**config.mk**
```make
export PLATFORM = sky130hd
export DESIGN_NAME = btw_timer
export DESIGN_NICKNAME = d
export VERILOG_FILES = /design/src/hw/btw_pkg.sv /design/src/hw/btw_timer.sv
export SDC_FILE = /design/constraint.sdc
export NUM_CORES = 1
export LEC_CHECK = 0
export CAP_MARGIN = 25
export CORE_MARGIN = 1.5
export CORE_UTILIZATION = 45
export CTS_CLUSTER_DIAMETER = 40
export DETAILED_ROUTE_END_ITERATION = 8
export DONT_BUFFER_PORTS = 1
export PLACE_DENSITY_LB_ADDON = 0.3
export SYNTH_ARGS = -nofsm -noshare
export SYNTH_HDL_FRONTEND = slang
export SYNTH_SLANG_ARGS = --single-unit
```
**constraint.sdc**
```tcl
create_clock -name pclk -period 2.6 [get_ports pclk]
set_clock_uncertainty 0.15 [all_clocks]
set_input_delay 0.52 -clock pclk [delete_from_list [all_inputs] [get_ports pclk]]
set_output_delay 0.52 -clock pclk [all_outputs]
set_load 0.005 [all_outputs]
```
**src/hw/btw_pkg.sv**
```systemverilog
// Purpose: Shared constants and types for the base timer, idle wake and watchdog block
// Assumes: APB with 32-bit data, one aligned word per register
// Notes:   Printed offsets 0xB5 and 0xB6 are not multiples of four, so they are indices
package btw_pkg;

  // Register indices as printed; byte address is four times the index
  localparam logic [7:0]  BTW_IDX_SERVICE   = 8'hb5;
  localparam logic [7:0]  BTW_IDX_CONTROL   = 8'hb6;
  localparam logic [7:0]  BTW_IDX_STATUS    = 8'hc0;
  localparam logic [7:0]  BTW_IDX_NVCFG     = 8'hc1;
  localparam logic [11:0] BTW_ADDR_SERVICE  = {2'b00, BTW_IDX_SERVICE, 2'b00};
  localparam logic [11:0] BTW_ADDR_CONTROL  = {2'b00, BTW_IDX_CONTROL, 2'b00};
  localparam logic [11:0] BTW_ADDR_STATUS   = {2'b00, BTW_IDX_STATUS, 2'b00};
  localparam logic [11:0] BTW_ADDR_NVCFG    = {2'b00, BTW_IDX_NVCFG, 2'b00};

  // Control register field positions and reset
  localparam int          BTW_BIT_WAKE_IE   = 7;
  localparam int          BTW_BIT_PEND      = 1;
  localparam int          BTW_BIT_TMR_IE    = 0;
  localparam logic [7:0]  BTW_CONTROL_RST   = 8'h00;

  // Status and non-volatile config field positions
  localparam int          BTW_BIT_IDLE      = 0;
  localparam int          BTW_BIT_WDT_RST   = 1;
  localparam int          BTW_BIT_NV_WATCHDOG_RESET_ENABLE_NV   = 0;
  localparam int          BTW_BIT_NV_WPROT  = 1;

  // Counters
  localparam logic [11:0] BTW_BASE_RST      = 12'h000;
  localparam logic [11:0] BTW_BASE_MAX      = 12'hfff;
  localparam logic [3:0]  BTW_WDT_LAST      = 4'hf;
  localparam logic [7:0]  BTW_SERVICE_KEY   = 8'h1b;
  localparam logic [11:0] BTW_RESTART_ADDR  = 12'hc00;
  localparam logic [7:0]  BTW_RESET_HOLD    = 8'h10;

  // Idle state machine
  typedef enum logic [1:0] {
    BTW_RUN  = 2'b01,
    BTW_IDLE = 2'b10
  } btw_mode_e;

  // Watchdog reset request to the system
  typedef struct packed {
    logic        active;
    logic [11:0] restart_addr;
  } btw_sysrst_s;

endpackage

```
**src/hw/btw_timer.sv**
```systemverilog
// Purpose: Free-running base timer with overflow flag, idle wake extension and windowed watchdog
// Assumes: pclk is the instruction clock; APB slave, one wait state
// Notes:   Programming-mode pins gate the non-volatile enable; the watchdog reset is a single 16-cycle pulse
//
// Functional notes
// - Base counter is a 12-bit free-running up-counter, prescaler for extensions.
// - Base counter resets to zero, increments every clock without stopping.
// - Base counter value is not visible in the register map.
// - Wrap from all ones sets the overflow pending flag every 4096 clocks.
// - Timer interrupt requested while enable and pending flag are both set.
// - Control: bit 7 wake enable, bit 1 pending, bit 0 timer enable.
// - Writing 1 to pending keeps it, writing 0 clears it.
// - Reset clears the whole control register.
// - One-bit idle extension toggles per overflow; idle overflow every 8192 clocks.
// - Idle overflow while idle resumes execution on the next cycle.
// - Idle overflow flag has no software-visible register bit.
// - Four-bit watchdog extension counts overflows; fifteenth count triggers reset.
// - Watchdog always runs, resets only with non-volatile enable set.
// - Enable set only in programming mode, cleared only there without write protect.
// - Watchdog reset restarts execution at address 0xC00 after reset delay.
// - Writing key 0x1B to service register clears the watchdog count.
// - Service before first count or none by fifteenth causes reset.
// - Watchdog keeps running during idle.
// - Bit 7 is the interrupt enable for the external wakeup function.

`timescale 1ns/1ps
`default_nettype none

module btw_timer
  import btw_pkg::*;
(
  input  wire logic        pclk,
  input  wire logic        presetn,
  input  wire logic        psel,
  input  wire logic        penable,
  input  wire logic        pwrite,
  input  wire logic [11:0] paddr,
  input  wire logic [31:0] pwdata,
  output logic      [31:0] prdata,
  output logic             pready,
  output logic             pslverr,
  input  wire logic        idle_enter,
  input  wire logic        prog_mode,
  output logic             timer_interrupt_request,
  output logic             wakeup_interrupt_enable,
  output logic             core_run,
  output btw_sysrst_s      sysrst
);

  // Register state
  logic [11:0] base_q,  base_d;
  logic        idle_ext_q, idle_ext_d;
  logic [3:0]  wdt_q,   wdt_d;
  logic        wdt_started_q, wdt_started_d;
  logic [7:0]  ctrl_q,  ctrl_d;
  logic        nv_watchdog_reset_enable_nv_q, nv_watchdog_reset_enable_nv_d;
  logic        nv_wprot_q, nv_wprot_d;
  btw_mode_e   mode_q,  mode_d;
  logic [7:0]  hold_q,  hold_d;
  logic        tirq_q,  tirq_d;
  logic [31:0] prdata_q, prdata_d;
  logic        pready_q, pready_d;
  logic        pslverr_q, pslverr_d;
  logic        active_q, active_d;
  logic        run_q,   run_d;

  logic        acc;
  logic        wr;
  logic        overflow;
  logic        idle_ovf;
  logic        svc_wr;
  logic        svc_key;
  logic        bad_svc;
  logic        wdt_expire;
  logic        wdt_fire;
  logic        mapped;

  // Bus decode; one wait state so every answer comes from a flop
  assign acc      = psel && penable && !pready_q;
  assign wr       = acc && pwrite;
  assign mapped   = (paddr == BTW_ADDR_SERVICE) || (paddr == BTW_ADDR_CONTROL) ||
                    (paddr == BTW_ADDR_STATUS)  || (paddr == BTW_ADDR_NVCFG);
  assign overflow = (base_q == BTW_BASE_MAX);
  assign idle_ovf = overflow && idle_ext_q;
  assign svc_wr   = wr && (paddr == BTW_ADDR_SERVICE);
  assign svc_key  = svc_wr && (pwdata[7:0] == BTW_SERVICE_KEY);
  // A key write before the first count is too early
  assign bad_svc  = svc_key && (wdt_q == 4'h0) && !wdt_started_q;
  // Expiry lands on the fifteenth overflow since service or reset, 61440 cycles after reset,
  // so the count is one short of the last code at that edge
  assign wdt_expire = overflow && (wdt_q == (BTW_WDT_LAST - 4'h1));
  assign wdt_fire = nv_watchdog_reset_enable_nv_q && (wdt_expire || bad_svc) && (hold_q == 8'h00);

  // Counters and control register next state
  always_comb begin
    base_d        = base_q + 12'h001;
    idle_ext_d    = overflow ? !idle_ext_q : idle_ext_q;
    wdt_d         = wdt_q;
    wdt_started_d = wdt_started_q;
    if (overflow) begin
      wdt_d         = wdt_q + 4'h1;
      wdt_started_d = 1'b1;
    end
    if (svc_key) begin
      wdt_d         = 4'h0;
      wdt_started_d = overflow;
    end
    ctrl_d = ctrl_q;
    if (wr && (paddr == BTW_ADDR_CONTROL)) begin
      ctrl_d[BTW_BIT_WAKE_IE] = pwdata[BTW_BIT_WAKE_IE];
      ctrl_d[BTW_BIT_TMR_IE]  = pwdata[BTW_BIT_TMR_IE];
      ctrl_d[BTW_BIT_PEND]    = ctrl_q[BTW_BIT_PEND] && pwdata[BTW_BIT_PEND];
    end
    // Set wins over a simultaneous clear so no overflow is lost
    if (overflow) begin
      ctrl_d[BTW_BIT_PEND] = 1'b1;
    end
    ctrl_d[6:2] = 5'b00000;
    tirq_d = ctrl_d[BTW_BIT_TMR_IE] && ctrl_d[BTW_BIT_PEND];
  end

  // Non-volatile watchdog enable, writable only in programming mode
  always_comb begin
    nv_watchdog_reset_enable_nv_d  = nv_watchdog_reset_enable_nv_q;
    nv_wprot_d = nv_wprot_q;
    if (wr && (paddr == BTW_ADDR_NVCFG) && prog_mode) begin
      if (pwdata[BTW_BIT_NV_WATCHDOG_RESET_ENABLE_NV]) begin
        nv_watchdog_reset_enable_nv_d = 1'b1;
      end else if (!nv_wprot_q) begin
        nv_watchdog_reset_enable_nv_d = 1'b0;
      end
      nv_wprot_d = nv_wprot_q || pwdata[BTW_BIT_NV_WPROT];
    end
  end

  // Idle state machine and watchdog reset pulse hold
  always_comb begin
    mode_d = mode_q;
    case (mode_q)
      BTW_RUN: begin
        if (idle_enter) begin
          mode_d = BTW_IDLE;
        end
      end
      BTW_IDLE: begin
        if (idle_ovf) begin
          mode_d = BTW_RUN;
        end
      end
      default: begin
        mode_d = BTW_RUN;
      end
    endcase
    hold_d = (hold_q != 8'h00) ? hold_q - 8'h01 : 8'h00;
    if (wdt_fire) begin
      hold_d = BTW_RESET_HOLD;
    end
    // Output flops follow the next state so the pins keep the same timing
    active_d = (hold_d != 8'h00);
    run_d    = (mode_d == BTW_RUN);
  end

  // Read data; the base and idle counts are deliberately absent
  always_comb begin
    prdata_d  = 32'h0000_0000;
    pready_d  = acc;
    pslverr_d = acc && !mapped;
    if (acc && !pwrite) begin
      if (paddr == BTW_ADDR_CONTROL) begin
        prdata_d = {24'h00_0000, ctrl_q};
      end else if (paddr == BTW_ADDR_STATUS) begin
        prdata_d[BTW_BIT_IDLE]    = (mode_q == BTW_IDLE);
        prdata_d[BTW_BIT_WDT_RST] = (hold_q != 8'h00);
      end else if (paddr == BTW_ADDR_NVCFG) begin
        prdata_d[BTW_BIT_NV_WATCHDOG_RESET_ENABLE_NV]  = nv_watchdog_reset_enable_nv_q;
        prdata_d[BTW_BIT_NV_WPROT] = nv_wprot_q;
      end else begin
        prdata_d = 32'h0000_0000;
      end
    end
  end

  // Block state; the watchdog does not clear the non-volatile bits
  always_ff @(posedge pclk or negedge presetn) begin
    if (!presetn) begin
      nv_watchdog_reset_enable_nv_q  <= 1'b0;
      nv_wprot_q <= 1'b0;
      hold_q     <= 8'h00;
      active_q   <= 1'b0;
      pready_q   <= 1'b0;
      pslverr_q  <= 1'b0;
      prdata_q   <= 32'h0000_0000;
    end else begin
      nv_watchdog_reset_enable_nv_q  <= nv_watchdog_reset_enable_nv_d;
      nv_wprot_q <= nv_wprot_d;
      hold_q     <= hold_d;
      active_q   <= active_d;
      pready_q   <= pready_d;
      pslverr_q  <= pslverr_d;
      prdata_q   <= prdata_d;
    end
  end

  // System-reset domain: watchdog reset acts like any system reset
  always_ff @(posedge pclk or negedge presetn) begin
    if (!presetn) begin
      base_q        <= BTW_BASE_RST;
      idle_ext_q    <= 1'b0;
      wdt_q         <= 4'h0;
      wdt_started_q <= 1'b0;
      ctrl_q        <= BTW_CONTROL_RST;
      mode_q        <= BTW_RUN;
      run_q         <= 1'b1;
      tirq_q        <= 1'b0;
    end else if (wdt_fire) begin
      base_q        <= BTW_BASE_RST;
      idle_ext_q    <= 1'b0;
      wdt_q         <= 4'h0;
      wdt_started_q <= 1'b0;
      ctrl_q        <= BTW_CONTROL_RST;
      mode_q        <= BTW_RUN;
      run_q         <= 1'b1;
      tirq_q        <= 1'b0;
    end else begin
      base_q        <= base_d;
      idle_ext_q    <= idle_ext_d;
      wdt_q         <= wdt_d;
      wdt_started_q <= wdt_started_d;
      ctrl_q        <= ctrl_d;
      mode_q        <= mode_d;
      run_q         <= run_d;
      tirq_q        <= tirq_d;
    end
  end

  // Outputs straight from flops
  assign prdata                  = prdata_q;
  assign pready                  = pready_q;
  assign pslverr                 = pslverr_q;
  assign timer_interrupt_request = tirq_q;
  assign wakeup_interrupt_enable = ctrl_q[BTW_BIT_WAKE_IE];
  assign core_run                = run_q;
  // Restart address is a fixed vector; only the active bit is state
  assign sysrst                  = '{active: active_q, restart_addr: BTW_RESTART_ADDR};

  // Assertions
  chk_base_step: assert property (@(posedge pclk) disable iff (!presetn)
    !$past(wdt_fire) && $past(presetn) |-> base_q == $past(base_q) + 12'h001)
    else $error("base counter did not advance by one");
  chk_pend_set: assert property (@(posedge pclk) disable iff (!presetn)
    overflow && !wdt_fire |=> ctrl_q[BTW_BIT_PEND])
    else $error("overflow did not set pending flag");
  chk_pend_hold: assert property (@(posedge pclk) disable iff (!presetn)
    ctrl_q[BTW_BIT_PEND] && wr && paddr == BTW_ADDR_CONTROL && pwdata[BTW_BIT_PEND] && !wdt_fire
    |=> ctrl_q[BTW_BIT_PEND])
    else $error("write of one cleared pending flag");
  chk_pend_clear: assert property (@(posedge pclk) disable iff (!presetn)
    wr && paddr == BTW_ADDR_CONTROL && !pwdata[BTW_BIT_PEND] && !overflow |=> !ctrl_q[BTW_BIT_PEND])
    else $error("write of zero did not clear pending flag");
  chk_irq_level: assert property (@(posedge pclk) disable iff (!presetn)
    ctrl_q[BTW_BIT_TMR_IE] && ctrl_q[BTW_BIT_PEND] |-> timer_interrupt_request)
    else $error("interrupt not requested while pending");
  chk_idle_wake: assert property (@(posedge pclk) disable iff (!presetn)
    mode_q == BTW_IDLE && idle_ovf && !wdt_fire |=> core_run)
    else $error("idle did not end on idle overflow");
  chk_wdt_fire: assert property (@(posedge pclk) disable iff (!presetn)
    wdt_expire && nv_watchdog_reset_enable_nv_q && hold_q == 8'h00 |=> sysrst.active ##15 sysrst.active)
    else $error("watchdog expiry did not reset");
  chk_wdt_quiet: assert property (@(posedge pclk) disable iff (!presetn)
    !nv_watchdog_reset_enable_nv_q && !$past(sysrst.active) |-> !sysrst.active)
    else $error("reset without watchdog enable");
  chk_svc_clear: assert property (@(posedge pclk) disable iff (!presetn)
    svc_key && !overflow |=> wdt_q == 4'h0)
    else $error("key write did not clear watchdog count");
  chk_svc_other: assert property (@(posedge pclk) disable iff (!presetn)
    svc_wr && !svc_key && !overflow && !wdt_fire |=> wdt_q == $past(wdt_q))
    else $error("non key write changed watchdog count");
  chk_ctrl_unused: assert property (@(posedge pclk) disable iff (!presetn)
    ctrl_q[6:2] == 5'b00000)
    else $error("unused control bits set");


  // A key write before the first count resets at once when enabled
  chk_early_fire: assert property (@(posedge pclk) disable iff (!presetn)
    bad_svc && nv_watchdog_reset_enable_nv_q && hold_q == 8'h00
    |=> sysrst.active)
    else $error("early service did not reset");

  // Each overflow advances the watchdog count unless serviced or reset
  chk_wdt_step: assert property (@(posedge pclk) disable iff (!presetn)
    overflow && !svc_key && !wdt_fire
    |=> wdt_q == $past(wdt_q) + 4'h1)
    else $error("watchdog count did not advance on overflow");

  // Idle does not stop the watchdog count
  chk_wdt_idle: assert property (@(posedge pclk) disable iff (!presetn)
    mode_q == BTW_IDLE && overflow && !svc_key && !wdt_fire
    |=> wdt_q != $past(wdt_q))
    else $error("watchdog count stalled in idle");

  // Outside programming mode the enable can never move
  chk_nv_locked: assert property (@(posedge pclk) disable iff (!presetn)
    !prog_mode
    |=> $stable(nv_watchdog_reset_enable_nv_q))
    else $error("enable changed outside programming mode");

  // Write protect keeps a set enable set
  chk_nv_protect: assert property (@(posedge pclk) disable iff (!presetn)
    nv_watchdog_reset_enable_nv_q && nv_wprot_q
    |=> nv_watchdog_reset_enable_nv_q)
    else $error("protected enable was cleared");

  // A watchdog reset reinitialises the counter, control and run state
  chk_wdt_reinit: assert property (@(posedge pclk) disable iff (!presetn)
    wdt_fire
    |=> base_q == BTW_BASE_RST && ctrl_q == BTW_CONTROL_RST && core_run)
    else $error("watchdog reset did not reinitialise");

  // The core stays asleep until the idle overflow
  chk_idle_stay: assert property (@(posedge pclk) disable iff (!presetn)
    mode_q == BTW_IDLE && !idle_ovf && !wdt_fire
    |=> !core_run)
    else $error("idle left without idle overflow");

  // Software alone can never raise the pending flag
  chk_pend_soft: assert property (@(posedge pclk) disable iff (!presetn)
    !ctrl_q[BTW_BIT_PEND] && !overflow
    |=> !ctrl_q[BTW_BIT_PEND])
    else $error("pending flag set without overflow");

  // The idle extension flips on every overflow that does not coincide with a watchdog reset
  chk_idle_toggle: assert property (@(posedge pclk) disable iff (!presetn)
    overflow && !wdt_fire
    |=> idle_ext_q != $past(idle_ext_q))
    else $error("idle extension did not toggle");

  // Wake enable follows the written bit
  chk_wake_write: assert property (@(posedge pclk) disable iff (!presetn)
    wr && paddr == BTW_ADDR_CONTROL && !wdt_fire
    |=> wakeup_interrupt_enable == $past(pwdata[BTW_BIT_WAKE_IE]))
    else $error("wake enable did not follow write");

  // No request without both enable and pending
  chk_irq_off: assert property (@(posedge pclk) disable iff (!presetn)
    !(ctrl_q[BTW_BIT_TMR_IE] && ctrl_q[BTW_BIT_PEND])
    |-> !timer_interrupt_request)
    else $error("interrupt requested without pending");

  // Unmapped addresses answer with an error, and the count stays hidden
  chk_err_unmapped: assert property (@(posedge pclk) disable iff (!presetn)
    acc && !mapped
    |=> pready && pslverr)
    else $error("unmapped access not refused");

  // Ready is a one-cycle answer; a stuck ready would swallow the next access
  chk_ready_pulse: assert property (@(posedge pclk) disable iff (!presetn)
    pready
    |=> !pready)
    else $error("ready held for more than one cycle");

  cov_overflow: cover property (@(posedge pclk) disable iff (!presetn) overflow);
  cov_idle_wake: cover property (@(posedge pclk) disable iff (!presetn) mode_q == BTW_IDLE ##1 core_run);
  cov_service: cover property (@(posedge pclk) disable iff (!presetn) svc_key && wdt_started_q);
  cov_wdt_reset: cover property (@(posedge pclk) disable iff (!presetn) wdt_fire);

endmodule

`default_nettype wire

```
==> impl_metrics.yaml <==
worst_setup_path:
  criticalPathCategory: "flip-flop to flip-flop"
  critPathLaunchType: "flip-flop"
  timing.critical_path.cells: "inv_1 > ha_1 > nor4b_4 > nor2_1 > mux2_2 > or4_1 > or4_1"
  worst_path_largest_cell_delay_ns: 0.49
  worstReg2RegStart: "hold_q[1]$_DFF_PN0_"
  crit_start: "hold_q[1]$_DFF_PN0_"
  setup.reg_to_reg.worst_slack_ns: 0.16
  cp_data_arrival_time_ns: 2.45
  cp.required_ns: 2.61
  worstReg2RegEnd: "active_q$_DFF_PN0_"
  worst_path_max_delay_cell: "or4_1"
  reg2regPathDepth: 7
  worst_path_most_repeated_cell: "or4_1"
  crit_fanout: 4
  crit_path_end_kind: "flip-flop"
logic_synthesis:
  synthesis.area_per_instance_um2: 9.29
  synth_enable_flop_cells: 0
  synth_top_cells_by_area: "dfrtp_1 (40%), buf_4 (13%), nor2_1 (5.1%)"
  yosysSeqAreaShare_pct: 42.3
  netlist.area_leader.share_pct: 40.1
  async_reset_ff_share_pct: 100
  cell_area_after_technology_mapping_um2: 2430
  syn-instance-count: 262
  post_synthesis_register_bit_count: 41
  synth_commonest_cells: "buf_4 (42), dfrtp_1 (39), nor2_1 (33)"
  synth.lib_cells_used.distinct: 44
  post-synth-top-count-cell: "buf_4"
  yosys.area.top_type: "dfrtp_1"
  yosysWarnings: 0
  synthFlopType: "dfrtp_1"
grt:
  pin_count_of_the_biggest_net_entering_global_routing: 42
  grtUsageTotal_pct: 14.8
  initial_antenna_violation_count: 0
  grt_first_pass_wirelength_um: 6960
  gr-total-overflow: 0
  first_global_vias: 1594
clocking:
  cts-root-buf: "clkbuf_8"
  post_cts_resize_count: 0
  cts.sink_count: 41
  clk_path_buf_depth: 2
  cts_buffers: 5
  clk_latency_ns: 0.29
  cts_tree: "yes"
  cts-htree-levels: 2
  clock_transition_time_at_the_flip_flop_clock_pins_of_the_worst_setup_and_hold_paths_ns: 0.08
floorplanning:
  floorplan.die_area_um2: 5860
  ios: 101
  chipHeight_um: 76.5
  die_w_um: 76.5
  placementRows: 26
  core_area_um2: 5170
  initial_utilization_pct: 47.0
layout:
  post_route_cells_drive_above_1_share_pct: 9.89
  antenna-diode-count: 0
  layout.core_utilization_pct: 49.4
  synthToLayoutAreaGrowth_pct: 4.94
  final_net_count: 331
place:
  io_buffer_count: 0
  preCtsSetupSlack_ns: 0.116
  hpwlAfterDp_um: 3050
  gp_congestion: 0.812
hold_path:
  min_path_type: "input pin to flip-flop"
  holdCritStartpoint: "pwrite"
  timing.hold.worst_endpoint: "prdata[7]$_DFF_PN0_"
  hold_path_stages: 1
sta:
  timing.final.crit_period_ns: 2.44
  finalSetupViolations: 0
  setup_ws_final_ns: 0.164
  max_clock_freq_mhz: 410
  setup_tns_ns: 0
  finalHoldViolations: 0
  grt_setup_unrepaired: "false"
  final_min_period_over_clock_period_pct: 93.7
  final_max_slew_viol_count: 0
drt:
  route.detailed.wl_per_inst_um: 12.0
  via_count: 1669
  via_per_inst: 4.87
  drt_pre_antenna_iters: 4
  drt_iter0_drc: 139
  ant_nets: 0
  remaining_drc_errors: 0
  postRouteWirelength_um: 4100
power_and_ir_drop:
  vdd_ir_drop_max_mv: 0.454
  total_leakage_power_nw: 1.25
  power.density_nw_per_um2: 541
job:
  timing.max_cap.violations: 0
outcome:
  status: "finished, final reports clean"
-- state kept, by name, summed over array words and instances (netlist names) --
signal and cells:
core_run 1, idle_ext_q 1, timer_interrupt_request 1, pslverr 1
mode_q 2, active_q 1, base_q 12, hold_q 8
wdt_started_q 1, pready 1, nv_wprot_q 1, nv_watchdog_reset_enable_nv_q 1
ctrl_q 3, prdata 3, wdt_q 4
-- critical path: cells and delay by family (launching register included) --
family	cells	cell delay (ns)
simple gates	4	1.23
buf+inv	1	0.08
fa+ha+maj	1	0.17
flops	1	0.41
mux	1	0.28
-- where the power goes --
group	switching, mW	total [mW]	internal (mW)
clock network	0.221	0.509	0.288
registers	0.0203	0.697	0.677
logic	0.103	0.175	0.0719
-- stage by stage --
stage	power [mW]	hold slack (ns)	std cells	instance area, um^2
after detailed placement	0.866	0.0758	332	2400
after global routing	1.46	0.132	343	2550
after CTS	1.40	0.143	342	2550
after global placement	0.863	0.0760	332	2400
final	1.38	0.155	343	2550
after floorplan	0.880	0.0744	301	2580
-- worst max path at each step --
stage,slack (ns),cells past startpoint,endpoint
6_report,0.16,7,active_q$_DFF_PN0_
5_1_grt,0.008,7,active_q$_DFF_PN0_
4_1_cts,0.1,7,active_q$_DFF_PN0_
3_5_place_dp,0.12,7,active_q$_DFF_PN0_
3_3_place_gp,0.14,7,active_q$_DFF_PN0_
2_1_floorplan,0.24,7,active_q$_DFF_PN0_
-- per-layer routing --
metal / part of all wire (%) / wire length [um] / track usage (%)
met1: 44 / 1810 / 18.9
met2: 50 / 2040 / 24.1
met3: 4.6 / 189 / 3.71
met4: 1.4 / 58 / 5.93
met5: 0 / 0 / 0
-- cell families (layout without fill, tap and decap cells) --
logic type,after synthesis,after routing,share of synthesized area (%)
AO/OA/AOI/OAI,28,28,6.84
XOR/XNOR,14,14,5.04
adder cells (fa/ha/maj),8,8,4.11
buffers and inverters,60,32,15.9
flip-flops,41,41,42.3
multiplexers,5,5,2.21
other,2,41,0.309
AND/OR/NAND/NOR,104,104,23.3
-- final cells by class --
class,instances,area [um^2]
multi-input cells,200,1170
fillers,512,2620
repair buffers,10,103
flip-flops and latches,41,1030
clock buffers,6,72.6
well taps,70,87.6
inverters,14,52.6
clock inverters,2,38.8
-- placed cells by master (no fill, tap or decap), types with 4 or more instances in the layout --
cell	netlist	layout
nand3_1	7	7
buf_4	42	7
a21oi_1	11	11
o21ai_0	5	5
nor2b_1	4	4
xor2_1	6	6
conb_1	2	41
xnor2_1	8	8
nand4_1	6	6
nor2_1	33	33
inv_1	14	14
nand2_1	16	16
nor3_1	7	7
clkbuf_8	0	5
dfrtp_1	39	39
ha_1	8	8
or3_1	4	4
-- what timing repair did --
item                                   in CTS  in global routing
setup endpoints to repair                   0                  1
buffers inserted                            0                  1
endpoints found under the hold margin      41                  0
hold buffers                                2                  0
Power figures use the tool's default switching activity.
